File: src/bimg_pkg.sv
package bimg_pkg;
    localparam int NUM_INTX = 4;
    localparam int NUM_GPIO = 4;
    localparam int NUM_VEC = 8;
    localparam int SRC_W = 3;
    localparam int MSI_WIN_BYTES = 256;
    localparam int MSI_ADDR_W = 8;
    // register offsets (byte addresses, one word each)
    localparam logic [7:0] REG_CTRL = 8'h00;
    localparam logic [7:0] REG_MSI_MASK = 8'h04;
    localparam logic [7:0] REG_VEC_MAP = 8'h08;
    localparam logic [7:0] REG_MSI_ADDR = 8'h0C;
    localparam logic [7:0] REG_MSI_DATA = 8'h10;
    localparam logic [7:0] REG_PIN_STAT = 8'h14;
    localparam logic [7:0] REG_IRQ_STAT = 8'h18;
    localparam logic [7:0] REG_IRQ_MASK = 8'h1C;
    localparam logic [7:0] REG_REQ_ID = 8'h20;
    // ctrl fields
    localparam int CTRL_INTX_MSI = 0;
    localparam int CTRL_GPIO_LSB = 4;
    // irq status bits
    localparam int IRQ_MSG_SENT = 0;
    localparam int IRQ_MSI_DROP = 1;
    localparam int IRQ_W = 2;
    // reset values
    localparam logic [31:0] RST_CTRL = 32'h0000_0000;
    localparam logic [7:0] RST_MSI_MASK = 8'h00;
    // vector map: 3 bits per source, intx A-D then gpio 0-3
    localparam logic [23:0] RST_VEC_MAP = 24'hFA_C688;
    // arbitrary neutral requester identity
    localparam logic [15:0] RST_REQ_ID = 16'h0100;
    // message kinds
    localparam logic [1:0] KIND_ASSERT = 2'h0;
    localparam logic [1:0] KIND_DEASSERT = 2'h1;
    localparam logic [1:0] KIND_MSI = 2'h2;
endpackage

File: src/bimg_top.sv
`timescale 1ns/1ps
module bimg_top (
    input wire logic i_mclk,
    input wire logic i_nrst,
    input wire logic [bimg_pkg::NUM_INTX-1:0] i_intx_n,
    input wire logic [bimg_pkg::NUM_GPIO-1:0] i_gpio,
    input wire logic i_tgt_post_busy,
    input wire logic i_tgt_post_start,
    input wire logic i_pci_msi_vld,
    input wire logic [63:0] i_pci_msi_addr,
    input wire logic [31:0] i_pci_msi_data,
    input wire logic i_pb_ready,
    input wire logic i_cfg_sel,
    input wire logic i_bar0_hit,
    input wire logic [7:0] i_reg_addr,
    input wire logic [31:0] i_reg_wdata,
    input wire logic i_reg_wr,
    input wire logic i_reg_rd,
    output logic [31:0] o_reg_rdata,
    output logic o_tgt_retry,
    output logic o_pci_msi_ack,
    output logic o_pb_valid,
    output logic [1:0] o_pb_kind,
    output logic [1:0] o_pb_wire,
    output logic [15:0] o_pb_req_id,
    output logic [63:0] o_pb_addr,
    output logic [31:0] o_pb_data,
    output logic o_irq
);
    import bimg_pkg::*;

    localparam int NSRC = NUM_INTX + NUM_GPIO;

    logic [NUM_INTX-1:0] intx_s1_ff, intx_s2_ff;
    logic [NUM_GPIO-1:0] gpio_s1_ff, gpio_s2_ff, gpio_d_ff;
    logic [NUM_INTX-1:0] rep_ff;
    logic [NUM_INTX-1:0] pend_as_ff, pend_de_ff;
    logic [NSRC-1:0] pend_msi_ff;
    logic [SRC_W-1:0] rr_ff;
    logic [31:0] ctrl_ff;
    logic [7:0] msi_mask_ff;
    logic [23:0] vec_map_ff;
    logic [31:0] msi_addr_ff, msi_data_ff;
    logic [IRQ_W-1:0] irq_stat_ff, irq_mask_ff;
    logic [15:0] req_id_ff;
    logic [31:0] rdata_ff;
    logic retry_ff, ack_ff, pb_vld_ff, irq_ff;
    logic [1:0] kind_ff, wire_ff;
    logic [63:0] addr_ff;
    logic [31:0] data_ff;

    // synchronisers: first stage read only by the second
    always_ff @(posedge i_mclk or negedge i_nrst) begin
        if (!i_nrst) begin
            intx_s1_ff <= '1;
            intx_s2_ff <= '1;
            gpio_s1_ff <= '1;
            gpio_s2_ff <= '1;
            gpio_d_ff <= '1;
        end else begin
            intx_s1_ff <= i_intx_n;
            intx_s2_ff <= intx_s1_ff;
            gpio_s1_ff <= i_gpio;
            gpio_s2_ff <= gpio_s1_ff;
            gpio_d_ff <= gpio_s2_ff;
        end
    end

    wire msi_mode = ctrl_ff[CTRL_INTX_MSI];
    wire [NUM_GPIO-1:0] gpio_irq_en = ctrl_ff[CTRL_GPIO_LSB +: NUM_GPIO];
    wire [NUM_INTX-1:0] lvl = ~intx_s2_ff;
    wire [NUM_INTX-1:0] chg = lvl ^ rep_ff;
    wire [NUM_GPIO-1:0] gpio_fall = gpio_d_ff & ~gpio_s2_ff & gpio_irq_en;

    // per-source request: intx pair lines then msi sources
    wire [NUM_INTX-1:0] intx_req = pend_as_ff | pend_de_ff;
    wire [NSRC-1:0] src_req;
    assign src_req[NUM_INTX-1:0] = intx_req | pend_msi_ff[NUM_INTX-1:0];
    assign src_req[NSRC-1:NUM_INTX] = pend_msi_ff[NSRC-1:NUM_INTX];

    // loading allowed only when pci target is idle and buffer ready
    wire load_ok = !i_tgt_post_busy && !i_tgt_post_start && i_pb_ready
        && !pb_vld_ff;

    // round robin search starting after last served source
    logic [SRC_W-1:0] pick;
    logic pick_vld;
    always_comb begin
        logic [SRC_W-1:0] idx;
        pick = '0;
        pick_vld = 1'b0;
        idx = '0;
        for (int k = 1; k <= NSRC; k++) begin
            idx = SRC_W'((int'(rr_ff) + k) % NSRC);
            if (!pick_vld && src_req[idx]) begin
                pick = idx;
                pick_vld = 1'b1;
            end
        end
    end

    wire [SRC_W-1:0] pick_vec = vec_map_ff[pick*SRC_W +: SRC_W];
    wire pick_masked = msi_mask_ff[pick_vec];
    wire pick_is_intx_msg = (pick < SRC_W'(NUM_INTX)) && !msi_mode
        && intx_req[pick[1:0]];
    wire msi_fwd = i_pci_msi_vld && load_ok && !ack_ff;
    wire int_load = load_ok && pick_vld && !msi_fwd;
    wire int_send = int_load && (pick_is_intx_msg || !pick_masked);
    // assert before deassert keeps wires paired
    wire send_as = pick_is_intx_msg && pend_as_ff[pick[1:0]];

    // pending flags: set wins over clear
    logic [NUM_INTX-1:0] nxt_pend_as, nxt_pend_de, nxt_rep;
    logic [NSRC-1:0] nxt_pend_msi;
    always_comb begin
        nxt_pend_as = pend_as_ff;
        nxt_pend_de = pend_de_ff;
        nxt_pend_msi = pend_msi_ff;
        nxt_rep = rep_ff;
        if (int_load) begin
            if (pick_is_intx_msg) begin
                if (send_as) nxt_pend_as[pick[1:0]] = 1'b0;
                else nxt_pend_de[pick[1:0]] = 1'b0;
            end else begin
                nxt_pend_msi[pick] = 1'b0;
            end
        end
        for (int i = 0; i < NUM_INTX; i++) begin
            if (chg[i]) begin
                nxt_rep[i] = lvl[i];
                if (msi_mode) begin
                    if (lvl[i]) nxt_pend_msi[i] = 1'b1;
                end else if (lvl[i]) begin
                    nxt_pend_as[i] = 1'b1;
                end else begin
                    nxt_pend_de[i] = 1'b1;
                end
            end
        end
        for (int g = 0; g < NUM_GPIO; g++)
            if (gpio_fall[g]) nxt_pend_msi[NUM_INTX+g] = 1'b1;
    end

    always_ff @(posedge i_mclk or negedge i_nrst) begin
        if (!i_nrst) begin
            rep_ff <= '0;
            pend_as_ff <= '0;
            pend_de_ff <= '0;
            pend_msi_ff <= '0;
            rr_ff <= SRC_W'(NSRC - 1);
        end else begin
            rep_ff <= nxt_rep;
            pend_as_ff <= nxt_pend_as;
            pend_de_ff <= nxt_pend_de;
            pend_msi_ff <= nxt_pend_msi;
            if (int_load) rr_ff <= pick;
        end
    end

    // single posted buffer port for messages and msi writes
    always_ff @(posedge i_mclk or negedge i_nrst) begin
        if (!i_nrst) begin
            pb_vld_ff <= 1'b0;
            kind_ff <= KIND_ASSERT;
            wire_ff <= '0;
            addr_ff <= '0;
            data_ff <= '0;
            ack_ff <= 1'b0;
        end else begin
            ack_ff <= msi_fwd;
            if (msi_fwd) begin
                pb_vld_ff <= 1'b1;
                kind_ff <= KIND_MSI;
                addr_ff <= i_pci_msi_addr;
                data_ff <= i_pci_msi_data;
            end else if (int_send) begin
                pb_vld_ff <= 1'b1;
                if (pick_is_intx_msg) begin
                    kind_ff <= send_as ? KIND_ASSERT : KIND_DEASSERT;
                    wire_ff <= pick[1:0];
                end else begin
                    kind_ff <= KIND_MSI;
                    addr_ff <= {32'h0000_0000, msi_addr_ff};
                    data_ff <= {msi_data_ff[31:SRC_W], pick_vec};
                end
            end else if (i_pb_ready) begin
                pb_vld_ff <= 1'b0;
            end
        end
    end

    // retry pci posted writes while an internal message is in flight
    always_ff @(posedge i_mclk or negedge i_nrst) begin
        if (!i_nrst) retry_ff <= 1'b0;
        else retry_ff <= int_load || (pb_vld_ff && kind_ff != KIND_MSI);
    end

    // register port: config or bar0 window hits reach the msi registers
    wire acc = i_cfg_sel || i_bar0_hit;
    wire wr = i_reg_wr && acc;
    wire rd = i_reg_rd && acc;
    wire sel_ctrl = (i_reg_addr == REG_CTRL);
    wire sel_mask = (i_reg_addr == REG_MSI_MASK);
    wire sel_map = (i_reg_addr == REG_VEC_MAP);
    wire sel_maddr = (i_reg_addr == REG_MSI_ADDR);
    wire sel_mdata = (i_reg_addr == REG_MSI_DATA);
    wire sel_pin = (i_reg_addr == REG_PIN_STAT);
    wire sel_ist = (i_reg_addr == REG_IRQ_STAT);
    wire sel_imask = (i_reg_addr == REG_IRQ_MASK);
    wire sel_rid = (i_reg_addr == REG_REQ_ID);
    logic [31:0] rd_mux;
    always_comb begin
        if (sel_ctrl) rd_mux = ctrl_ff;
        else if (sel_mask) rd_mux = {24'h00_0000, msi_mask_ff};
        else if (sel_map) rd_mux = {8'h00, vec_map_ff};
        else if (sel_maddr) rd_mux = msi_addr_ff;
        else if (sel_mdata) rd_mux = msi_data_ff;
        else if (sel_pin) rd_mux = {20'h0_0000, pend_de_ff, pend_as_ff,
            rep_ff};
        else if (sel_ist) rd_mux = {30'h0000_0000, irq_stat_ff};
        else if (sel_imask) rd_mux = {30'h0000_0000, irq_mask_ff};
        else if (sel_rid) rd_mux = {16'h0000, req_id_ff};
        else rd_mux = 32'h0000_0000;
    end

    wire [IRQ_W-1:0] irq_ev = {int_load && !int_send, int_send};
    always_ff @(posedge i_mclk or negedge i_nrst) begin
        if (!i_nrst) begin
            ctrl_ff <= RST_CTRL;
            msi_mask_ff <= RST_MSI_MASK;
            vec_map_ff <= RST_VEC_MAP;
            msi_addr_ff <= '0;
            msi_data_ff <= '0;
            irq_mask_ff <= '0;
            req_id_ff <= RST_REQ_ID;
        end else if (wr) begin
            if (sel_ctrl) ctrl_ff <= i_reg_wdata;
            if (sel_mask) msi_mask_ff <= i_reg_wdata[7:0];
            if (sel_map) vec_map_ff <= i_reg_wdata[23:0];
            if (sel_maddr) msi_addr_ff <= i_reg_wdata;
            if (sel_mdata) msi_data_ff <= i_reg_wdata;
            if (sel_imask) irq_mask_ff <= i_reg_wdata[IRQ_W-1:0];
            if (sel_rid) req_id_ff <= i_reg_wdata[15:0];
        end
    end

    // status: event set beats write-one clear
    always_ff @(posedge i_mclk or negedge i_nrst) begin
        if (!i_nrst) begin
            irq_stat_ff <= '0;
            irq_ff <= 1'b0;
            rdata_ff <= '0;
        end else begin
            irq_stat_ff <= (irq_stat_ff & ~((wr && sel_ist) ?
                i_reg_wdata[IRQ_W-1:0] : {IRQ_W{1'b0}})) | irq_ev;
            irq_ff <= |(irq_stat_ff & irq_mask_ff);
            rdata_ff <= rd ? rd_mux : 32'h0000_0000;
        end
    end

    assign o_reg_rdata = rdata_ff;
    assign o_tgt_retry = retry_ff;
    assign o_pci_msi_ack = ack_ff;
    assign o_pb_valid = pb_vld_ff;
    assign o_pb_kind = kind_ff;
    assign o_pb_wire = wire_ff;
    assign o_pb_req_id = req_id_ff;
    assign o_pb_addr = addr_ff;
    assign o_pb_data = data_ff;
    assign o_irq = irq_ff;
endmodule // bimg_top

File: config.mk
export PLATFORM = sky130hd
export DESIGN_NAME = bimg_top
export DESIGN_NICKNAME = d
export VERILOG_FILES = /design/src/bimg_pkg.sv /design/src/bimg_top.sv
export SDC_FILE = /design/constraint.sdc
export NUM_CORES = 1
export LEC_CHECK = 0
export ABC_AREA = 1
export ABC_CLOCK_PERIOD_IN_PS = 10500
export BUFFER_PORTS_ARGS = -buffer_cell sky130_fd_sc_hd__buf_4
export CORE_ASPECT_RATIO = 1.1
export CORE_UTILIZATION = 59
export CTS_CLUSTER_DIAMETER = 30
export DETAILED_ROUTE_END_ITERATION = 16
export MAX_ROUTING_LAYER = met4
export PLACE_DENSITY = 0.85
export SYNTH_ARGS = -nofsm -noshare
export SYNTH_HDL_FRONTEND = slang
export SYNTH_SLANG_ARGS = --single-unit
File: constraint.sdc
create_clock -name i_mclk -period 10.5 [get_ports i_mclk]
set_input_delay 2.1 -clock i_mclk [delete_from_list [all_inputs] [get_ports i_mclk]]
set_output_delay 2.1 -clock i_mclk [all_outputs]
set_load 0.05 [all_outputs]
### Yosys cells after proc, flatten, opt, wreduce, memory -nomap -nowiden

Index checks and enable logic that the tools add are counted.

| operators by class | value |
|---|---|
| $add $sub $neg | 8 |
| multipliers | 1 |
| $lt $le $gt $ge | 14 |
| equal/unequal tests | 14 |
| shift operators | 1 |
| mux-type cells | 114 |
| bitwise operators | 17 |
| reduce and logical (&&, ||, !) cells | 64 |

Operator list:

| cell | count |
|---|---|
| 32-bit two-way mux | 9 |
| 64-bit two-way mux | 3 |
| 1-bit two-way mux | 65 |
| 16-bit two-way mux | 4 |
| 3-bit by 4-bit less-than comparator with 1-bit output (second input constant) | 10 |
| 8-bit by 5-bit equality test with 1-bit output (second input constant) | 4 |
| 1-bit binary-select mux with 3-bit select | 9 |
| 1-bit logical AND | 25 |
| 3-bit two-way mux | 8 |
| 4-bit two-way mux | 6 |
| 2-bit AND reduction | 12 |
| 24-bit by 6-bit indexed part select with 3-bit output | 1 |
| 4-bit bitwise AND | 4 |
| 8-bit by 4-bit equality test with 1-bit output (second input constant) | 2 |
| 8-bit two-way mux | 2 |
| 1-bit zero test | 15 |
| 3-bit adder (second input constant) | 4 |
| 4-bit inverter | 3 |
| 2-bit != test (second input constant) | 5 |
| 2-bit nonzero test | 5 |
| 8-bit bitwise AND | 1 |
| 8-bit by 3-bit equality test with 1-bit output (second input constant) | 1 |
| 8-bit by 6-bit equality test with 1-bit output (second input constant) | 1 |
| 8-bit zero test | 1 |
| other kinds (23) | 33 |

| word-level totals | value |
|---|---|
| bits in registers | 327 |
| input port bits | 154 |
| output and inout port bits | 152 |

### Depth between registers and ports, before layout

| depth | value |
|---|---|
| word-level depth | 38 |
| mapped depth | 32 |

### Least setup slack after synthesis

OpenSTA, ideal clock, no wires.

| timing path | value |
|---|---|
| path kind | input to register |
| from | in i_reg_addr[1] |
| to | reg rdata_ff[5] (netlist: o_reg_rdata[5]) |
| data arrival time | 3.756 ns |
| required time | 10.423 ns |
| slack | 6.666 ns |
| stages | 10 |
| path buffers | 1 |
| cell sequence | nor2_1 -> inv_1 -> nor3_1 -> inv_1 -> nor4_1 -> clkbuf_1 -> nand3_1 -> o2111ai_1 -> o21ai_0 -> a21oi_1 |

| between the ends | value |
|---|---|
| cells in the longest elaborated chain, start to end | 11 |
| elaborated cells between the ends (all ways) | 19 |
| those cells by class | eq/ne (8); mux (10); reduce/logical (1) |

RTL lines:

| item | RTL line | source |
|---|---|---|
| start, declared | bimg_top.sv:15 | `input wire logic [7:0] i_reg_addr,` |
| 8-bit by 6-bit equality test with 1-bit output | bimg_top.sv:210 | `wire sel_rid = (i_reg_addr == REG_REQ_ID);` |
| 16-bit two-way mux | bimg_top.sv:222 | `else if (sel_rid) rd_mux = {16'h0000, req_id_ff};` |
| 16-bit two-way mux | bimg_top.sv:221 | `else if (sel_imask) rd_mux = {30'h0000_0000, irq_mask_ff};` |
| 16-bit two-way mux | bimg_top.sv:220 | `else if (sel_ist) rd_mux = {30'h0000_0000, irq_stat_ff};` |
| 16-bit two-way mux | bimg_top.sv:218 | `else if (sel_pin) rd_mux = {20'h0_0000, pend_de_ff, pend_as_ff,` |
| 32-bit two-way mux | bimg_top.sv:217 | `else if (sel_mdata) rd_mux = msi_data_ff;` |
| 32-bit two-way mux | bimg_top.sv:216 | `else if (sel_maddr) rd_mux = msi_addr_ff;` |
| 32-bit two-way mux | bimg_top.sv:215 | `else if (sel_map) rd_mux = {8'h00, vec_map_ff};` |
| 32-bit two-way mux | bimg_top.sv:214 | `else if (sel_mask) rd_mux = {24'h00_0000, msi_mask_ff};` |
| 32-bit two-way mux (*) | bimg_top.sv:213 | `if (sel_ctrl) rd_mux = ctrl_ff;` |
| 32-bit two-way mux (*) | bimg_top.sv:257 | `rdata_ff <= rd ? rd_mux : 32'h0000_0000;` |
| end signal, assigned | bimg_top.sv:257 |  |
| end, declared | bimg_top.sv:46 | `logic [31:0] rdata_ff;` |

Every way passes the cells marked *; elsewhere a longest branch is shown, timed or not.
A chain may end at the register's enable or synchronous reset.

### Worst setup path after layout

| timing path | value |
|---|---|
| from | reg rr_ff[0] |
| to | reg data_ff[25] (netlist: o_pb_data[25]) |

| between the ends | value |
|---|---|
| cells in the longest elaborated chain, start to end | 34 |
| elaborated cells between the ends (all ways) | 71 |
| those cells by class | add/sub (8); mul (1); order compare (1); eq/ne (1); shift (1); mux (36); reduce/logical (23) |

RTL lines:

| item | RTL line | source |
|---|---|---|
| start, declared | bimg_top.sv:39 | `logic [SRC_W-1:0] rr_ff;` |
| start signal, assigned | bimg_top.sv:150 | `rr_ff <= SRC_W'(NSRC - 1);` |
| start signal, assigned | bimg_top.sv:156 | `if (int_load) rr_ff <= pick;` |
| 3-bit by 1-bit adder with 3-bit output | bimg_top.sv:94 | `idx = SRC_W'((int'(rr_ff) + k) % NSRC);` |
| 1-bit binary-select mux with 3-bit select | bimg_top.sv:95 | `if (!pick_vld && src_req[idx]) begin` |
| 1-bit two-way mux (not written as such) | bimg_top.sv:95 |  |
| 1-bit two-way mux | bimg_top.sv:95 |  |
| 1-bit zero test | bimg_top.sv:95 |  |
| 1-bit logical AND | bimg_top.sv:95 |  |
| 1-bit two-way mux | bimg_top.sv:95 |  |
| 1-bit zero test | bimg_top.sv:95 |  |
| [18 not listed] | - |  |
| 24-bit by 6-bit indexed part select with 3-bit output | bimg_top.sv:102 | `wire [SRC_W-1:0] pick_vec = vec_map_ff[pick*SRC_W +: SRC_W];` |
| 1-bit binary-select mux with 3-bit select | bimg_top.sv:103 | `wire pick_masked = msi_mask_ff[pick_vec];` |
| 1-bit two-way mux (not written as such) | bimg_top.sv:103 |  |
| 1-bit zero test | bimg_top.sv:108 | `wire int_send = int_load && (pick_is_intx_msg \|\| !pick_masked);` |
| 1-bit logical OR | bimg_top.sv:108 |  |
| 1-bit logical AND | bimg_top.sv:108 |  |
| 2-bit nonzero test (no line) | - |  |
| 2-bit AND reduction (no line) (*) | - |  |
| end signal, assigned | bimg_top.sv:175 | `data_ff <= i_pci_msi_data;` |
| end signal, assigned | bimg_top.sv:184 | `data_ff <= {msi_data_ff[31:SRC_W], pick_vec};` |
| end, declared | bimg_top.sv:50 | `logic [31:0] data_ff;` |

Every way passes the cells marked *; elsewhere a longest branch is shown, timed or not. The select of a mux whose other input is x is not followed.

==> results.tsv <==
metric	value	unit
r2r_start	rr_ff[0]	
synthFlopType	dfrtp_1	
antenna_left	0	
rr_worst_depth	27	
cts_buffers	57	
path_class	reg2reg	
ys_seq_elements	327	
synth_area	14930	um^2
cp-end-kind	flip-flop	
critPathTopFamily	simple AND/OR/NAND/NOR gates	
cp-endpoint	o_pb_data[25]	
grt_pass1_wl	77710	um
antenna_found_initial	1	
io_buffer_count	305	
row_count	60	
worstSetupPathDepth	27	
grt_pass1_vias	14110	
viasPerCell	5.923	
finClkSkew	0.02103	ns
slew_viol_final	0	
syn-num-nets	1985	
period_minus_slack	5.703	ns
first_pass_iters	6	
die_w	153.7	um
dp_slack	4.960	ns
start_util	60.62	%
place_congestion	0.9816	
netlist_top_cells_area	dfrtp_1 49%, nand2_1 19%, o21ai_0 6.7%	
start_kind	flip-flop	
r2r-end	o_pb_data[25]	
crit_fanout	98	
crit_buf_inv	6	
worst_path_most_repeated_cell	nand2_1	
post_cts_resized	0	
grt_max_degree	197	
final_nets	2266	
max_slew_margin	21.91	%
clk_pin_slew_worst_paths	0.05	ns
synth_commonest_cells	761 x nand2_1, 291 x dfrtp_1, 201 x o21ai_0	
die_h	168.8	um
crit_slowest_cell	buf_4	
reg2reg_setup_slack	4.80	ns
synth-seq-area-share	55.12	%
worstPathRequired	10.93	ns
ctsRootBufferMaster	clkbuf_16	
timing.setup.tns	0	ns
hold_class	reg2reg	
drtIter0Drc	1769	
wl	50810	um
yosysTopAreaCellShare	48.78	%
htreeDepth	2	
cp_data_arrival_time	6.13	ns
grt_use_total	40.27	%
synth_most_common_cell	nand2_1	
synthesis.instances	1829	
synthArstFlopShare	100.0	%
place_hpwl	32620	um
synth_edf_count	0	
routedWlPerCell	20.57	um
core	24620	um^2
tightest_slew	1.167	ns
tritoncts	done	
fillCellCount	1609	
cp-startpoint	rr_ff[0]	
rsz0062_at_grt	no	
peakVddDrop	0.0001898	V
clkLatencyLatePin	0.57	ns
drive_above_1_share	23.16	%
p_leak	0.01011	uW
final_hold_viol_count	0	
cts_setup_buffers	0	
setup_ws	4.797	ns
yosys_warnings	0	
io_pins	306	
syn_to_final_growth	30.17	%
pwr_density_cell	317.5	nW/um^2
grt_remaining_overflow	0	
max_clock_freq	175.3	MHz
slowest_delay	0.76	ns
cts_buffer_depth	3	
synth_top_area_cell	dfrtp_1	
drc	0	
ctsHoldBuffers	0	
setup_viol	0	
outcome	finished, final reports clean	
vias	14630	
synthDistinctLibCells	45	
clock_sinks	327	
die-area	25940	um^2
drv_cap	0	
synth.avg_cell_area	8.161	um^2
finalCritPeriodShare	54.32	%
==> per-layer routing <==
metal  up-vias  global-route usage [%]  routed length, um
met3       187                   8.321               5423
met4         0                   19.04               2241
li1       6486                       -                  -
met5         -                       -                  0
met2       980                   59.64              23080
met1      6976                   53.52              20060
==> placed cells by master, fill, tap and decap left out, drive strengths merged, types with 2 or more instances in the layout <==
| cell | synthesis | routed |
|---|---|---|
| buf | 23 | 316 |
| clkbuf | 71 | 74 |
| a41oi | 7 | 7 |
| nor3 | 7 | 7 |
| clkinv | 0 | 13 |
| clkinvlp | 0 | 3 |
| nor2 | 40 | 40 |
| o221ai | 2 | 2 |
| o2111ai | 3 | 3 |
| nand4 | 11 | 11 |
| a22o | 2 | 2 |
| nand3b | 10 | 10 |
| o211ai | 4 | 4 |
| o21bai | 3 | 3 |
| dfstp | 36 | 36 |
| a31oi | 5 | 5 |
| ha | 2 | 2 |
| o31ai | 4 | 4 |
| nand2 | 768 | 768 |
| a221oi | 4 | 4 |
| bufinv | 0 | 12 |
| nand3 | 170 | 170 |
| o21a | 2 | 2 |
| inv | 112 | 118 |
| dfrtp | 291 | 291 |
| a21oi | 31 | 31 |
| or2 | 4 | 4 |
| xnor2 | 3 | 3 |
| o21ai | 212 | 212 |
==> kinds of logic (layout without fill, tap and decap cells) <==
kind of cell,Yosys count,after routing,synth area share [%]
AO/OA/AOI/OAI,280,280,10.26
XOR/XNOR,3,3,0.2766
adder cells (fa/ha/maj),2,2,0.1676
buffers and inverters,206,536,5.909
flip-flops,327,327,55.12
other,0,1,0
AND/OR/NAND/NOR,1011,1011,28.26
==> report_power, final <==
| group | internal [uW] | switching, uW |
|---|---|---|
| registers | 1500 | 186 |
| logic | 673 | 1770 |
| clock network | 1390 | 653 |
| total | 3560 | 2610 |
==> layout make-up <==
class                      instances  area (um^2)  share of cell area, %
tap                              310        387.9                  1.996
sequential                       327         8228                  42.35
inverter                         112        422.9                  2.177
multi-input combinational       1296         5851                  30.11
antenna                            1        2.502                0.01288
clock inverter                    34        523.0                  2.692
clock buffer                      74         1623                  8.352
timing repair buffer             316         2392                  12.31
==> sequential cells by signal, indices dropped and copies added, names as in the netlist, 8 cells and up <==
signal       cells
o_pb_addr       64
ctrl_ff         32
msi_addr_ff     32
msi_data_ff     32
o_pb_data       32
o_reg_rdata     32
vec_map_ff      24
o_pb_req_id     16
msi_mask_ff      8
pend_msi_ff      8
==> per-stage QoR <==
| stage | power [uW] | area, um^2 | hold slack [ns] | util (%) | instances |
|---|---|---|---|---|---|
| 6_report | 6168 | 19430 | 0.3557 | 78.91 | 2470 |
| 5_1_grt | 6434 | 19430 | 0.3583 | 78.91 | 2470 |
| 4_1_cts | 6139 | 19430 | 0.3551 | 78.90 | 2469 |
| 3_5_place_dp | 4082 | 17280 | 0.3472 | 70.18 | 2361 |
| 3_3_place_gp | 4048 | 17280 | 0.3469 | 70.18 | 2361 |
| 2_1_floorplan | 3411 | 14930 | 0.3452 | - | 1829 |
==> worst min path at each step <==
stage,start,end,cells past startpoint
2_1_floorplan,gpio_s1_ff[0],gpio_s2_ff[0],0
3_3_place_gp,gpio_s1_ff[0],gpio_s2_ff[0],0
3_5_place_dp,gpio_s1_ff[1],gpio_s2_ff[1],0
4_1_cts,gpio_s1_ff[1],gpio_s2_ff[1],0
5_1_grt,gpio_s1_ff[1],gpio_s2_ff[1],0
6_report,intx_s1_ff[3],intx_s2_ff[3],0
No activity file was read; power rests on OpenSTA's default activity.
